## src/rtl/pwr_temp_pkg.sv

```systemverilog
// constants, types and register map of the power-down and temperature readout block
// assumes one 100 MHz system clock; all pins arrive from outside that clock's domain
package pwr_temp_pkg;
  // ****************************************
  // register map
  // ****************************************
  localparam logic [7:0] REG_GAIN = 8'h14; // sensor_gain_divider
  localparam logic [7:0] REG_OFFSET = 8'h15; // sensor_offset
  localparam logic [7:0] REG_UPDATE = 8'h16; // frames_per_update
  localparam logic [7:0] REG_TEMP = 8'h17; // temperature_result, read only
  localparam logic [7:0] REG_ANALOG = 8'h18; // analog_power_down
  localparam logic [7:0] REG_SYSTEM = 8'h19; // system_power_down
  // reset values
  localparam logic [5:0] GAIN_RST = 6'h17;
  localparam logic [7:0] OFFSET_RST = 8'h3A;
  localparam logic [7:0] UPDATE_RST = 8'hFF;
  localparam logic [7:0] PD_RST = 8'h00;
  localparam logic [7:0] UPDATE_MIN = 8'h02; // lowest valid frames_per_update
  localparam logic [7:0] TEMP_MAX = 8'hFF; // saturated high reading
  // analog_power_down bit positions
  localparam int ANA_CUR_LIMIT = 7;
  localparam int ANA_PEAK_CUR = 6;
  localparam int ANA_CATHODE_GEN = 5;
  localparam int ANA_VREF = 4;
  localparam int ANA_GAMMA = 3;
  localparam int ANA_CATHODE_SEN = 2;
  localparam int ANA_THERM_SENSOR = 1;
  localparam int ANA_THERM_REF = 0;
  // system_power_down bit positions
  localparam int SYS_ALL_OFF = 7;
  localparam int SYS_VIDEO_RX = 6;
  localparam int SYS_REGULATOR = 5;
  localparam int SYS_RAMP_BUF = 4;
  localparam int SYS_RAMP_AMP = 3;
  localparam int SYS_RAMP_DAC = 2;
  localparam int SYS_POR_HIGH = 1;
  localparam int SYS_POR_LOW = 0;
  // serial bus address, value arbitrary
  localparam logic [6:0] DEV_ADDR = 7'h2C;
  // sensor scaling: code*gain >> shift, plus offset, plus fixed bias
  localparam int GAIN_SHIFT = 4;
  localparam logic signed [11:0] SENSOR_BIAS = -12'sh010;
  // ****************************************
  // types
  // ****************************************
  typedef enum logic [2:0] {
    BUS_IDLE, BUS_ADDR, BUS_ACK, BUS_RX, BUS_TX, BUS_MACK, BUS_RLOAD
  } bus_state_t;
  // synchronised pins and their previous values
  typedef struct packed {
    logic [1:0] scl;
    logic [1:0] sda;
    logic [1:0] frame;
    logic [7:0] code1;
    logic [7:0] code2;
    logic scl_p;
    logic sda_p;
    logic frame_p;
  } pins_t;
  // software-visible registers
  typedef struct packed {
    logic [5:0] gain;
    logic [7:0] offset;
    logic [7:0] update;
    logic [7:0] temp;
    logic [7:0] analog;
    logic [7:0] system;
  } regs_t;
  // whole module state
  typedef struct packed {
    pins_t pin;
    regs_t rg;
    bus_state_t bus;
    logic [2:0] bitcnt;
    logic [7:0] shift;
    logic [7:0] ptr;
    logic have_ptr;
    logic rw;
    logic ack_on;
    logic drive;
    logic [7:0] frames;
    logic sleep;
  } state_t;
endpackage

```

## src/rtl/pwr_temp_ctrl.sv

```systemverilog
// power-down registers, deep sleep with address wake, and temperature readout
// assumes scl/sda open-drain pins, a frame sync pin and a digitised sensor code,
// all asynchronous to clk_sys_i
//
// Function
// [RL1] temperature result read only at 17h
// [RL2] result refreshed by frame count register
// [RL3] interval is update value plus one frames
// [RL4] result from gain and offset settings
// [RL5] result saturates at zero and FFh
// [RL6] bit 1 powers down temperature sensor
// [RL7] bits 7..4 power down analog functions
// [RL8] bits 3,2,0 power down; reset zero
// [RL9] system bit 7 requests all off
// [RL10] all off plus regulator off: deep sleep
// [RL11] own address in sleep clears all off
// [RL12] registers kept through power down
// [RL13] host holds video inputs low in sleep
// [RL14] system bit 6 powers down video receiver
// [RL15] system bits 5..0 further power downs
// [RL16] stored result kept while sensor off
`timescale 1ns/10ps
module pwr_temp_ctrl (
  input wire logic clk_sys_i,
  input wire logic nrst_i,
  input wire logic scl_i,
  input wire logic sda_i,
  output logic sda_o,
  output logic sda_oe_n_o,
  input wire logic frame_sync_i,
  input wire logic [7:0] sensor_code_i,
  output logic [7:0] temperature_result_o,
  output logic [7:0] analog_power_down_o,
  output logic [7:0] system_power_down_o,
  output logic deep_sleep_o
);
  // ****************************************
  // state
  // ****************************************
  pwr_temp_pkg::state_t st_q; // all registers
  pwr_temp_pkg::state_t st_d; // next value
  logic scl_rise; // bus clock edges
  logic scl_fall;
  logic bus_start; // start and stop conditions
  logic bus_stop;
  logic frame_edge; // one new frame
  logic upd; // result refresh strobe
  logic wake; // own address seen during sleep
  logic [7:0] rx_byte; // byte after this shift
  logic [7:0] rd_data; // read mux
  logic [7:0] eff_update; // clamped update value
  logic [13:0] prod; // code times gain
  logic signed [11:0] sum; // scaled code plus offset
  logic [7:0] sat; // saturated result
  int ref_raw; // integer reference sum, checks only
  logic [7:0] ref_sat; // reference result, checks only

  // ****************************************
  // combinational helpers
  // ****************************************
  // pin edges after the synchronisers
  always_comb begin
    scl_rise = st_q.pin.scl[1] & ~st_q.pin.scl_p;
    scl_fall = ~st_q.pin.scl[1] & st_q.pin.scl_p;
    bus_start = st_q.pin.scl[1] & st_q.pin.scl_p & st_q.pin.sda_p & ~st_q.pin.sda[1];
    bus_stop = st_q.pin.scl[1] & st_q.pin.scl_p & ~st_q.pin.sda_p & st_q.pin.sda[1];
    frame_edge = st_q.pin.frame[1] & ~st_q.pin.frame_p;
    rx_byte = {st_q.shift[6:0], st_q.pin.sda[1]};
  end

  // readout arithmetic with saturation
  always_comb begin
    prod = st_q.pin.code2 * st_q.rg.gain; // [RL4]
    sum = $signed({2'b00, prod[13:pwr_temp_pkg::GAIN_SHIFT]})
      + $signed({4'h0, st_q.rg.offset}) + pwr_temp_pkg::SENSOR_BIAS; // [RL4]
    if (sum < 0) begin
      sat = 8'h00; // below range [RL5]
    end else if (sum > $signed({4'h0, pwr_temp_pkg::TEMP_MAX})) begin
      sat = pwr_temp_pkg::TEMP_MAX; // above range [RL5]
    end else begin
      sat = sum[7:0];
    end
    // values under the valid range act as the lowest valid one
    eff_update = (st_q.rg.update < pwr_temp_pkg::UPDATE_MIN) ?
      pwr_temp_pkg::UPDATE_MIN : st_q.rg.update;
    // refresh only with sensor on and system all off bit clear
    upd = frame_edge & ~st_q.rg.analog[pwr_temp_pkg::ANA_THERM_SENSOR] // [RL6] [RL16]
      & ~st_q.rg.system[pwr_temp_pkg::SYS_ALL_OFF] & (st_q.frames >= eff_update); // [RL3]
  end

  // register read mux
  always_comb begin
    case (st_q.ptr)
      pwr_temp_pkg::REG_GAIN: rd_data = {2'b00, st_q.rg.gain};
      pwr_temp_pkg::REG_OFFSET: rd_data = st_q.rg.offset;
      pwr_temp_pkg::REG_UPDATE: rd_data = st_q.rg.update;
      pwr_temp_pkg::REG_TEMP: rd_data = st_q.rg.temp; // [RL1]
      pwr_temp_pkg::REG_ANALOG: rd_data = st_q.rg.analog;
      pwr_temp_pkg::REG_SYSTEM: rd_data = st_q.rg.system;
      default: rd_data = 8'h00; // unmapped reads zero
    endcase
  end

  // ****************************************
  // next state
  // ****************************************
  always_comb begin
    st_d = st_q;
    wake = 1'b0;
    // two-flop synchronisers, then previous values
    st_d.pin.scl = {st_q.pin.scl[0], scl_i};
    st_d.pin.sda = {st_q.pin.sda[0], sda_i};
    st_d.pin.frame = {st_q.pin.frame[0], frame_sync_i};
    st_d.pin.code1 = sensor_code_i;
    st_d.pin.code2 = st_q.pin.code1;
    st_d.pin.scl_p = st_q.pin.scl[1];
    st_d.pin.sda_p = st_q.pin.sda[1];
    st_d.pin.frame_p = st_q.pin.frame[1];
    // deep sleep needs both off bits
    st_d.sleep = st_q.rg.system[pwr_temp_pkg::SYS_ALL_OFF]
      & st_q.rg.system[pwr_temp_pkg::SYS_REGULATOR]; // [RL10]
    // frame counter and result refresh
    if (upd) begin
      st_d.frames = 8'h00; // interval restarts [RL3]
      st_d.rg.temp = sat; // [RL2]
    end else if (frame_edge & ~st_q.rg.system[pwr_temp_pkg::SYS_ALL_OFF]) begin
      st_d.frames = st_q.frames + 8'h01;
    end
    // serial bus slave
    if (bus_start) begin
      st_d.bus = pwr_temp_pkg::BUS_ADDR;
      st_d.bitcnt = 3'h0;
      st_d.drive = 1'b0;
      st_d.ack_on = 1'b0;
      st_d.have_ptr = 1'b0;
    end else if (bus_stop) begin
      st_d.bus = pwr_temp_pkg::BUS_IDLE;
      st_d.drive = 1'b0;
    end else begin
      case (st_q.bus)
        pwr_temp_pkg::BUS_IDLE: begin
          st_d.drive = 1'b0; // pin released
        end
        pwr_temp_pkg::BUS_ADDR: begin
          if (scl_rise) begin
            st_d.shift = rx_byte;
            st_d.bitcnt = st_q.bitcnt + 3'h1;
            if (st_q.bitcnt == 3'h7) begin
              if (rx_byte[7:1] != pwr_temp_pkg::DEV_ADDR) begin
                st_d.bus = pwr_temp_pkg::BUS_IDLE; // not ours
              end else if (st_q.sleep) begin
                wake = 1'b1; // address detector wakes the chip [RL11]
                st_d.rg.system[pwr_temp_pkg::SYS_ALL_OFF] = 1'b0; // [RL11]
                st_d.bus = pwr_temp_pkg::BUS_IDLE; // interface was off [RL10]
              end else begin
                st_d.rw = rx_byte[0];
                st_d.bus = pwr_temp_pkg::BUS_ACK;
              end
            end
          end
        end
        pwr_temp_pkg::BUS_ACK: begin
          if (scl_fall & ~st_q.ack_on) begin
            st_d.ack_on = 1'b1;
            st_d.drive = 1'b1; // pull low for acknowledge
          end else if (scl_fall) begin
            st_d.ack_on = 1'b0;
            st_d.bitcnt = 3'h0;
            if (st_q.rw) begin
              st_d.shift = rd_data;
              st_d.drive = ~rd_data[7];
              st_d.bus = pwr_temp_pkg::BUS_TX;
            end else begin
              st_d.drive = 1'b0;
              st_d.bus = pwr_temp_pkg::BUS_RX;
            end
          end
        end
        pwr_temp_pkg::BUS_RX: begin
          if (scl_rise) begin
            st_d.shift = rx_byte;
            st_d.bitcnt = st_q.bitcnt + 3'h1;
            if (st_q.bitcnt == 3'h7) begin
              st_d.bus = pwr_temp_pkg::BUS_ACK;
              if (~st_q.have_ptr) begin
                st_d.ptr = rx_byte; // first byte is the pointer
                st_d.have_ptr = 1'b1;
              end else begin
                st_d.ptr = st_q.ptr + 8'h01;
                // contents change only by writes, result refresh and wake [RL12]
                case (st_q.ptr)
                  pwr_temp_pkg::REG_GAIN: st_d.rg.gain = rx_byte[5:0];
                  pwr_temp_pkg::REG_OFFSET: st_d.rg.offset = rx_byte;
                  pwr_temp_pkg::REG_UPDATE: st_d.rg.update = rx_byte;
                  pwr_temp_pkg::REG_ANALOG: st_d.rg.analog = rx_byte; // [RL6] [RL7] [RL8]
                  pwr_temp_pkg::REG_SYSTEM: st_d.rg.system = rx_byte; // [RL9] [RL14] [RL15]
                  default: st_d.rg = st_d.rg; // result and unmapped ignore writes [RL1]
                endcase
              end
            end
          end
        end
        pwr_temp_pkg::BUS_TX: begin
          if (scl_rise) begin
            st_d.bitcnt = st_q.bitcnt + 3'h1;
            if (st_q.bitcnt == 3'h7) begin
              st_d.bus = pwr_temp_pkg::BUS_MACK;
            end
          end else if (scl_fall) begin
            st_d.shift = {st_q.shift[6:0], 1'b0};
            st_d.drive = ~st_q.shift[6];
          end
        end
        pwr_temp_pkg::BUS_MACK: begin
          if (scl_fall) begin
            st_d.drive = 1'b0; // let the host answer
          end else if (scl_rise) begin
            if (st_q.pin.sda[1]) begin
              st_d.bus = pwr_temp_pkg::BUS_IDLE; // host ended the read
            end else begin
              st_d.ptr = st_q.ptr + 8'h01;
              st_d.bus = pwr_temp_pkg::BUS_RLOAD;
            end
          end
        end
        pwr_temp_pkg::BUS_RLOAD: begin
          if (scl_fall) begin
            st_d.shift = rd_data;
            st_d.drive = ~rd_data[7];
            st_d.bitcnt = 3'h0;
            st_d.bus = pwr_temp_pkg::BUS_TX;
          end
        end
        default: st_d.bus = pwr_temp_pkg::BUS_IDLE;
      endcase
    end
  end

  // ****************************************
  // registers
  // ****************************************
  always_ff @(posedge clk_sys_i) begin
    if (!nrst_i) begin
      st_q <= '0;
      // bus pins rest high, so no false edge follows reset
      st_q.pin.scl <= 2'h3;
      st_q.pin.sda <= 2'h3;
      st_q.pin.scl_p <= 1'b1;
      st_q.pin.sda_p <= 1'b1;
      st_q.rg.gain <= pwr_temp_pkg::GAIN_RST;
      st_q.rg.offset <= pwr_temp_pkg::OFFSET_RST;
      st_q.rg.update <= pwr_temp_pkg::UPDATE_RST;
      st_q.rg.analog <= pwr_temp_pkg::PD_RST; // [RL8]
      st_q.rg.system <= pwr_temp_pkg::PD_RST; // [RL15]
    end else begin
      st_q <= st_d;
    end
  end

  // outputs straight from state; sda_o tied low
  assign sda_o = 1'b0;
  assign sda_oe_n_o = ~st_q.drive;
  assign temperature_result_o = st_q.rg.temp;
  assign analog_power_down_o = st_q.rg.analog;
  assign system_power_down_o = st_q.rg.system;
  assign deep_sleep_o = st_q.sleep;

  // ****************************************
  // checks
  // ****************************************
  // integer reference of the readout, kept apart from the datapath above
  always_comb begin
    ref_raw = ((int'(st_q.pin.code2) * int'(st_q.rg.gain)) >> pwr_temp_pkg::GAIN_SHIFT)
      + int'(st_q.rg.offset) + int'(pwr_temp_pkg::SENSOR_BIAS);
    if (ref_raw < 0) begin
      ref_sat = 8'h00; // below range
    end else if (ref_raw > int'(pwr_temp_pkg::TEMP_MAX)) begin
      ref_sat = pwr_temp_pkg::TEMP_MAX; // above range
    end else begin
      ref_sat = ref_raw[7:0];
    end
  end
endmodule // pwr_temp_ctrl

```

## config.mk

```make
export PLATFORM = sky130hd
export DESIGN_NAME = pwr_temp_ctrl
export DESIGN_NICKNAME = d
export VERILOG_FILES = /design/src/rtl/pwr_temp_pkg.sv /design/src/rtl/pwr_temp_ctrl.sv
export SDC_FILE = /design/constraint.sdc
export NUM_CORES = 1
export LEC_CHECK = 0
export BUFFER_PORTS_ARGS = -buffer_cell sky130_fd_sc_hd__clkbuf_2
export CORE_MARGIN = 5
export CORE_UTILIZATION = 45
export CTS_BUF_LIST = sky130_fd_sc_hd__clkbuf_16
export CTS_CLUSTER_SIZE = 12
export DETAILED_ROUTE_END_ITERATION = 8
export SLEW_MARGIN = 20
export SYNTH_ARGS = -nofsm -noshare
export SYNTH_HDL_FRONTEND = slang
export SYNTH_SLANG_ARGS = --single-unit
export TNS_END_PERCENT = 50
```

## constraint.sdc

```tcl
create_clock -name clk_sys_i -period 6.5 [get_ports clk_sys_i]
set_clock_uncertainty 0.2 [all_clocks]
set_input_delay 0.65 -clock clk_sys_i [delete_from_list [all_inputs] [get_ports clk_sys_i]]
set_output_delay 0.65 -clock clk_sys_i [all_outputs]
set_load 0.01 [all_outputs]
```

# Yosys cells after proc, flatten, opt, wreduce, memory -nomap -nowiden
# Index checks and enable logic that the tools add are counted.
[totals]
ff_bits = 106
inputBits = 13
output_inout_bits = 27
elab_cells = 195
[op_classes]
add_sub_neg = 5
multipliers = 1
n_lt_le_gt_ge = 4
n_eq_ne = 47
muxes = 57
bitwise_logic = 31
n_reduce_logical = 24
[op_table]
columns = ["op", "n"]
rows = [
  ["8-bit 2-to-1 mux", 13],
  ["14-bit 2-to-1 mux", 4],
  ["11-bit case mux with 5 select lines", 1],
  ["8-bit by 5-bit equality test with 1-bit output (second input constant)", 6],
  ["8-bit case mux with 6 select lines", 1],
  ["4-bit inequality test (second input constant)", 11],
  ["7-bit AND reduction", 6],
  ["39-bit 2-to-1 mux", 1],
  ["2-bit inequality test (second input constant)", 19],
  ["12-bit AND reduction", 2],
  ["22-bit 2-to-1 mux", 1],
  ["11-bit AND reduction", 2],
  ["3-bit 2-to-1 mux", 7],
  ["3-bit case mux with 7 select lines", 1],
  ["19-bit 2-to-1 mux", 1],
  ["1-bit 2-to-1 mux", 17],
  ["1-bit inverter", 17],
  ["8-bit by 1-bit adder with 8-bit output (second input constant)", 2],
  ["16-bit 2-to-1 mux", 1],
  ["8-bit case mux with 2 select lines", 1],
  ["8-bit AND reduction", 2],
  ["1-bit bitwise AND", 14],
  ["8-bit by 6-bit multiplier with 14-bit output", 1],
  ["12-bit by 5-bit adder with 12-bit output (second input constant)", 1],
  ["26 further kinds", 37],
]

# Longest topological paths before layout
# Gate-level depths: netlist of run 1.
[depth]
depth_word = 9
ltp_mapped = 27
mapped_depth_nobuf = 26

# Least setup slack after synthesis of run 1
# No wires, ideal clock.
[synth_path]
path_kind = "register to register"
from = "reg st_q[80] (netlist bit)"
to = "reg st_q, in the netlist temperature_result_o[5]"
arrival_ns = 5.816
setup_slack_ns = 0.365
stages_incl_launch_ff = 25
period_less_slack_ns = 6.135
path_cell_list = "dfxtp_1 > clkbuf_1 > nand2_1 > fa_1 > fa_1 > inv_1 > fa_1 > ha_1 > nand4_1 > o21ai_0 > xor2_1 > ha_1 > o21a_1 > a21oi_1 > o21ai_0 > xnor2_1 > ha_1 > nor4b_1 > a31o_2 > a211oi_1 > a21oi_1 > or2_2 > o211ai_1 > a311oi_4 > a211o_1"
[synth_via]
elab_chain_len = 7
elab_cells_between_ends = 8
cone_classes = "add/sub (2); mul (1); order compare (2); mux (3)"
[synth_rtl]
columns = ["item", "line_no", "rtl"]
rows = [
  ["start: declaration", "pwr_temp_ctrl.sv:40", "pwr_temp_pkg::state_t st_q;"],
  ["start signal: assignment", "pwr_temp_ctrl.sv:256", "st_q <= st_d;"],
  ["8-bit by 6-bit multiplier with 14-bit output *", "pwr_temp_ctrl.sv:73", "prod = st_q.pin.code2 * st_q.rg.gain;"],
  ["10-bit by 8-bit adder with 11-bit output *", "pwr_temp_ctrl.sv:75", "+ $signed({4'h0, st_q.rg.offset}) + pwr_temp_pkg::SENSOR_BIAS;"],
  ["12-bit by 5-bit adder with 12-bit output *", "pwr_temp_ctrl.sv:75", ""],
  ["12-bit by 9-bit greater-than comparator with 1-bit output", "pwr_temp_ctrl.sv:78", "end else if (sum > $signed({4'h0, pwr_temp_pkg::TEMP_MAX})) begin"],
  ["8-bit 2-to-1 mux", "pwr_temp_ctrl.sv:78", ""],
  ["8-bit 2-to-1 mux *", "pwr_temp_ctrl.sv:76", "if (sum < 0) begin"],
  ["8-bit 2-to-1 mux *", "pwr_temp_ctrl.sv:123", "if (upd) begin"],
]
# Every way passes the cells marked *; elsewhere a longest branch is shown, timed or not.
# A chain may end at the register's enable or synchronous reset.

# Worst setup path in the final report of run 1
[layout_path]
from = "reg st_q[79] (netlist bit)"
to = "reg st_q, in the netlist temperature_result_o[3]"
# Same word-level chain as after synthesis.

==> flow_summary.json, run 1 <==
{
  "clk-insertion-delay-late_ps": 360,
  "met2_usage_pct": 32.36,
  "area_delta_synth_final_pct": 9.129,
  "fmax_ghz": 0.1607,
  "drc": 0,
  "ctsHoldBuffers": 0,
  "dp_slack_ps": 14.53,
  "final_common_cell": "dfxtp_1",
  "io_pins": 40,
  "synth-async-reset-ratio_pct": 0,
  "die_h_um": 135.6,
  "ys_ff_latch": 105,
  "worstHoldEndpoint": "st_d[83]$_SDFF_PN1_",
  "drive_gt1_share_pct": 12.37,
  "num_vias": 5918,
  "avgRoutedWirePerCell_um": 17.68,
  "die_w_um": 135.6,
  "tritoncts": "built",
  "power_density_nw_per_um2": 200.2,
  "synth_area_per_cell_um2": 8.431,
  "rr_startpoint": "st_q[79]$_SDFFE_PN1P_",
  "yosys.area.top_type": "dfxtp_1",
  "layout_setup_ws_ps": 278.9,
  "cp_max_fo": 8,
  "synth.distinct_cells": 72,
  "grt_pass1_wl_mm": 30.15,
  "setup_tns_ps": 0,
  "synth.top_cell.area_share_pct": 29.61,
  "cts_buffers": 9,
  "use_met3_pct": 3.789,
  "viasPerCell": 5.599,
  "crit_type": "reg -> reg",
  "min_period_ps": 6221,
  "irDropWorstVdd_mv": 0.1427,
  "clk_pin_slew_ps": 70,
  "most-common-layout-cells": "dfxtp_1 (103), nor2_1 (85), and2_1 (66)",
  "clockBufferDepth": 2,
  "cp.arrival_ps": 6310,
  "synthCells": 842,
  "drtIter0Drc": 476,
  "drt-pass1-iter-count": 5,
  "htreeDepth": 3,
  "maxCapViolCount": 0,
  "root_buffer": "clkbuf_16",
  "crit_path_end_kind": "flip-flop",
  "grt_pass1_vias": 5723,
  "worstReg2RegEnd": "temperature_result_o[3]$_SDFFE_PN0P_",
  "gr-usage-all-layers_pct": 20.54,
  "finalHoldViolCount": 0,
  "die-area_um2": 18390,
  "post-dp-hpwl_mm": 13.89,
  "antenna_found_initial": 0,
  "outcome": "finished clean",
  "globalplace.congestion": 0.8889,
  "row_count": 46,
  "hp-start": "st_d[105]$_SDFF_PN1_",
  "core-area_um2": 15660,
  "finalSetupViolations": 0,
  "port_buffers": 38,
  "leakage_nw": 3.115,
  "hp-class": "reg -> reg",
  "antenna_cells": 0,
  "place_inst": 1037,
  "finalMaxSlewViolations": 0,
  "hold_depth": 1,
  "overflow": 0,
  "grt-busiest-layer": "met2",
  "r2r_cells": 23,
  "use_met1_pct": 29.06,
  "synth_area_leaders": "dfxtp_1 (30%), ha_1 (7.6%), fa_1 (7.3%)",
  "yosysWarnings": 0,
  "syn_area_um2": 7099,
  "seq_area_frac_synth_pct": 29.61,
  "grt_max_degree": 50,
  "finalCritPeriodShare_pct": 95.71,
  "slew_headroom_pct": 34.21,
  "crit_required_ps": 6590,
  "wl_mm": 18.69,
  "syn_nets": 924,
  "ant_nets": 0,
  "reg2reg_slack_ps": 280,
  "synth_ff_type": "dfxtp_1",
  "start_util_pct": 45.35,
  "instances_no_fill": 1057,
  "synth_edf_count": 0,
  "cts_sinks": 105,
  "cp-start-kind": "flip-flop",
  "nets": 918,
  "tightest_slew_ps": 983.2
}
==> synthesized netlist by cell type, drive strengths merged, types with 11 or more instances <==
library cell and number:
a31oi 12, nand3 14, xnor2 16, nand2b 12, o21ai 34, nand2 60
nor2b 11, buf 34, fa 26, inv 53, ha 43, a21oi 53
a22oi 22, mux2i 33, dfxtp 105, nor2 87, and2 66, clkbuf 36
==> repair_timing <==
item                       4_1_cts  5_1_grt
pin swaps                        2       12
setup endpoints to repair        8        8
buffers inserted                 0        4
gates resized for setup          2       25
==> metrics by stage <==
stage	area, µm²	util [%]	hold WS (ps)	total power [mW]
global route	7747	49.49	264.4	1.618
detailed placement	7272	46.45	206.6	0.9321
CTS	7602	48.56	224.7	1.530
floorplan	7099	-	186.3	0.8713
global placement	7268	46.43	202.9	0.9292
finish	7747	49.49	218.8	1.551
==> layer usage <==
metal	wire length, µm	share of wire [%]	vias to the layer above
li1	-	-	2866
met1	9067	49	2880
met2	8540	46	155
met3	794	4.2	17
met4	291	1.6	0
met5	0	0	-
==> worst max path at each step <==
stage                                startpoint                                    to
final                     st_q[79]$_SDFFE_PN1P_  temperature_result_o[3]$_SDFFE_PN0P_
after global routing      st_q[79]$_SDFFE_PN1P_  temperature_result_o[3]$_SDFFE_PN0P_
after CTS                 st_q[79]$_SDFFE_PN1P_  temperature_result_o[3]$_SDFFE_PN0P_
after detailed placement  st_q[79]$_SDFFE_PN1P_  temperature_result_o[3]$_SDFFE_PN0P_
after global placement    st_q[79]$_SDFFE_PN1P_  temperature_result_o[5]$_SDFFE_PN0P_
after floorplan           st_q[80]$_SDFFE_PN0P_  temperature_result_o[5]$_SDFFE_PN0P_
==> worst max-delay path: stages (launching register included) <==
cell	delay [ps]
dfxtp_2	350
buf_4	160
and2_1	150
fa_1	490
fa_1	550
inv_1	60
fa_1	530
inv_1	40
ha_2	380
a21oi_2	70
xnor2_1	190
ha_2	330
o21a_1	160
a21oi_2	170
o21ai_1	80
xnor2_1	240
ha_2	270
nor3b_2	180
o211a_1	180
a211oi_2	50
or4_4	440
a21o_1	220
a311oi_4	450
a221o_1	200
==> registers in the layout, indices dropped and copies added, names as in the netlist <==
register / count
analog_power_down_o: 8
deep_sleep_o: 1
rx_byte: 8
st_d: 13
st_q: 59
system_power_down_o: 8
temperature_result_o: 8
==> layout make-up <==
cell class                 count  area, µm²
tap                          216      270.3
sequential                   105       2105
clock buffer                   9      225.2
inverter                      53      198.9
multi-input combinational    614       4546
clock inverter                 7      100.1
fill                        1533       7908
timing repair buffer          53      302.8
==> kinds of logic after synthesis <==
| kind of cell | Yosys count | synth area share, % |
|---|---|---|
| muxes | 35 | 4.970 |
| xor gates and xnor gates | 26 | 3.207 |
| DFF | 105 | 29.61 |
| and+or+nand+nor | 291 | 20.66 |
| other | 1 | 0.05282 |
| AOI/OAI and AO/OA | 192 | 18.52 |
| adders and majority gates | 69 | 14.91 |
| buffers and inverters | 123 | 8.072 |
==> where the power goes <==
group	internal (mW)	switching, mW	total (mW)
clock network	0.340	0.257	0.598
logic	0.129	0.164	0.293
registers	0.651	0.00971	0.660
(Power assumes the default switching activity.)
==> run 2, diff against run 1 <==
--- a/config.mk
+++ b/config.mk
@@ -7,10 +7,10 @@
 export LEC_CHECK = 0
 export BUFFER_PORTS_ARGS = -buffer_cell sky130_fd_sc_hd__clkbuf_2
 export CORE_MARGIN = 5
-export CORE_UTILIZATION = 45
-export CTS_BUF_LIST = sky130_fd_sc_hd__clkbuf_16
+export CORE_UTILIZATION = 51
 export CTS_CLUSTER_SIZE = 12
 export DETAILED_ROUTE_END_ITERATION = 8
+export PLACE_DENSITY = 0.71
 export SLEW_MARGIN = 20
 export SYNTH_ARGS = -nofsm -noshare
 export SYNTH_HDL_FRONTEND = slang
==> flow_summary.json, run 2 (same netlist as run 1, synthesis figures left out) <==
{
  "die-area_um2": 16380,
  "area_delta_synth_final_pct": 7.878,
  "htreeDepth": 3,
  "crit_path_end_kind": "flip-flop",
  "antenna_found_initial": 0,
  "cp_max_fo": 8,
  "cp.arrival_ps": 6320,
  "ctsHoldBuffers": 0,
  "clk-insertion-delay-late_ps": 360,
  "ant_nets": 0,
  "most-common-layout-cells": "dfxtp_1 (101), nor2_1 (85), and2_1 (66)",
  "largest_register": "st_q",
  "overflow": 0,
  "finalMaxSlewViolations": 0,
  "stdcell_area_um2": 7659,
  "irDropWorstVdd_mv": 0.1461,
  "largest_reg_flops": 59,
  "avgRoutedWirePerCell_um": 16.97,
  "crit_type": "reg -> reg",
  "finalSetupViolations": 0,
  "drt-pass1-iter-count": 5,
  "antenna_cells": 0,
  "tritoncts": "built",
  "final_common_cell": "dfxtp_1",
  "instances_no_fill": 1023,
  "core-area_um2": 13770,
  "place_inst": 1001,
  "nets": 920,
  "die_w_um": 128.0,
  "post-dp-hpwl_mm": 12.81,
  "drtIter0Drc": 546,
  "cts_buffers": 9,
  "grt_max_degree": 50,
  "grt_pass1_vias": 5440,
  "start_util_pct": 51.54,
  "crit_required_ps": 6590,
  "io_pins": 40,
  "cts_sinks": 105,
  "n_fill_cell": 1312,
  "finalHoldViolCount": 0,
  "num_vias": 5781,
  "port_buffers": 38,
  "fmax_ghz": 0.1605,
  "slew_headroom_pct": 31.81,
  "root_buffer": "clkbuf_16",
  "min_period_ps": 6232,
  "post_dp_cell_area_um2": 7223,
  "tightest_slew_ps": 1021,
  "gr-usage-all-layers_pct": 21.33,
  "hp-class": "reg -> reg",
  "leakage_nw": 3.118,
  "wl_mm": 17.36,
  "outcome": "finished clean",
  "drive_gt1_share_pct": 12.34,
  "finalCritPeriodShare_pct": 95.88,
  "drc": 0,
  "grt_pass1_wl_mm": 27.96,
  "row_count": 43,
  "power_mw": 1.477,
  "clk_pin_slew_ps": 80,
  "power_density_nw_per_um2": 192.9,
  "globalplace.congestion": 0.9538,
  "cp-start-kind": "flip-flop",
  "maxCapViolCount": 0,
  "viasPerCell": 5.651,
  "die_h_um": 128.0,
  "clockBufferDepth": 2
}
run 2: through the flow:
stage	setup WS [ps]	utilization [%]	hold WS [ps]	setup TNS, ps
global placement	173.6	52.44	188.1	0
finish	267.6	55.61	210.5	0
detailed placement	85.99	52.44	192.4	0
CTS	6.428	54.51	210.8	0
global route	-36.51	55.61	243.4	-176.0
floorplan	364.6	-	186.3	0
run 2: timing repair:
item | 4_1_cts | 5_1_grt
gates resized for setup | 0 | 28
buffers inserted | 0 | 7
endpoints found under the setup margin | 1 | 8
pin swaps | 1 | 13
run 2: metal layers:
layer | wire [µm] | track usage, % | vias up
li1 | - | - | 2878
met3 | 993 | 4.458 | 23
met4 | 384 | 6.242 | 0
met5 | 0 | 0 | -
met1 | 8142 | 30.17 | 2710
met2 | 7843 | 32.93 | 170
run 2: path summary, 6_finish.rpt:
check	startpoint	to	slack, ps	cells past startpoint
worst max-delay path	st_q[88]$_SDFF_PN0_	temperature_result_o[3]$_SDFFE_PN0P_	270	22
worst min-delay path	st_d[105]$_SDFF_PN1_	st_d[83]$_SDFF_PN1_	210	1
worst max register to register	st_q[88]$_SDFF_PN0_	temperature_result_o[3]$_SDFFE_PN0P_	270	22
worst min register to register	st_d[105]$_SDFF_PN1_	st_d[83]$_SDFF_PN1_	210	1
run 2: layout make-up:
cell class | instances | area [µm²] | area share (%)
multi-input combinational | 614 | 4524 | 59.08
sequential | 105 | 2107 | 27.51
timing repair buffer | 55 | 317.8 | 4.150
clock buffer | 9 | 225.2 | 2.941
tap | 180 | 225.2 | 2.941
inverter | 53 | 198.9 | 2.598
clock inverter | 7 | 60.06 | 0.7842
run 2: worst max-delay path, cell delays in order, from the launching register on:
cell and delay [ps]:
dfxtp_1 360, and2_1 190, fa_1 520, inv_1 60
fa_1 500, inv_1 60, fa_1 490, ha_4 310
nand4_1 140, o21ai_2 250, xor2_2 200, ha_4 250
a211oi_4 330, o21ai_0 200, o21ai_1 160, ha_2 250
nor3b_1 200, o211a_1 190, a211oi_2 40, or4_4 430
a21o_1 220, a311oi_4 430, a221o_1 180
run 2: power by group:
| part | total, mW | leakage (nW) | internal (mW) | switching, mW |
|---|---|---|---|---|
| Combinational | 0.294 | 2.12 | 0.132 | 0.163 |
| Sequential | 0.660 | 0.852 | 0.651 | 0.00883 |
| Clock | 0.524 | 0.143 | 0.267 | 0.256 |
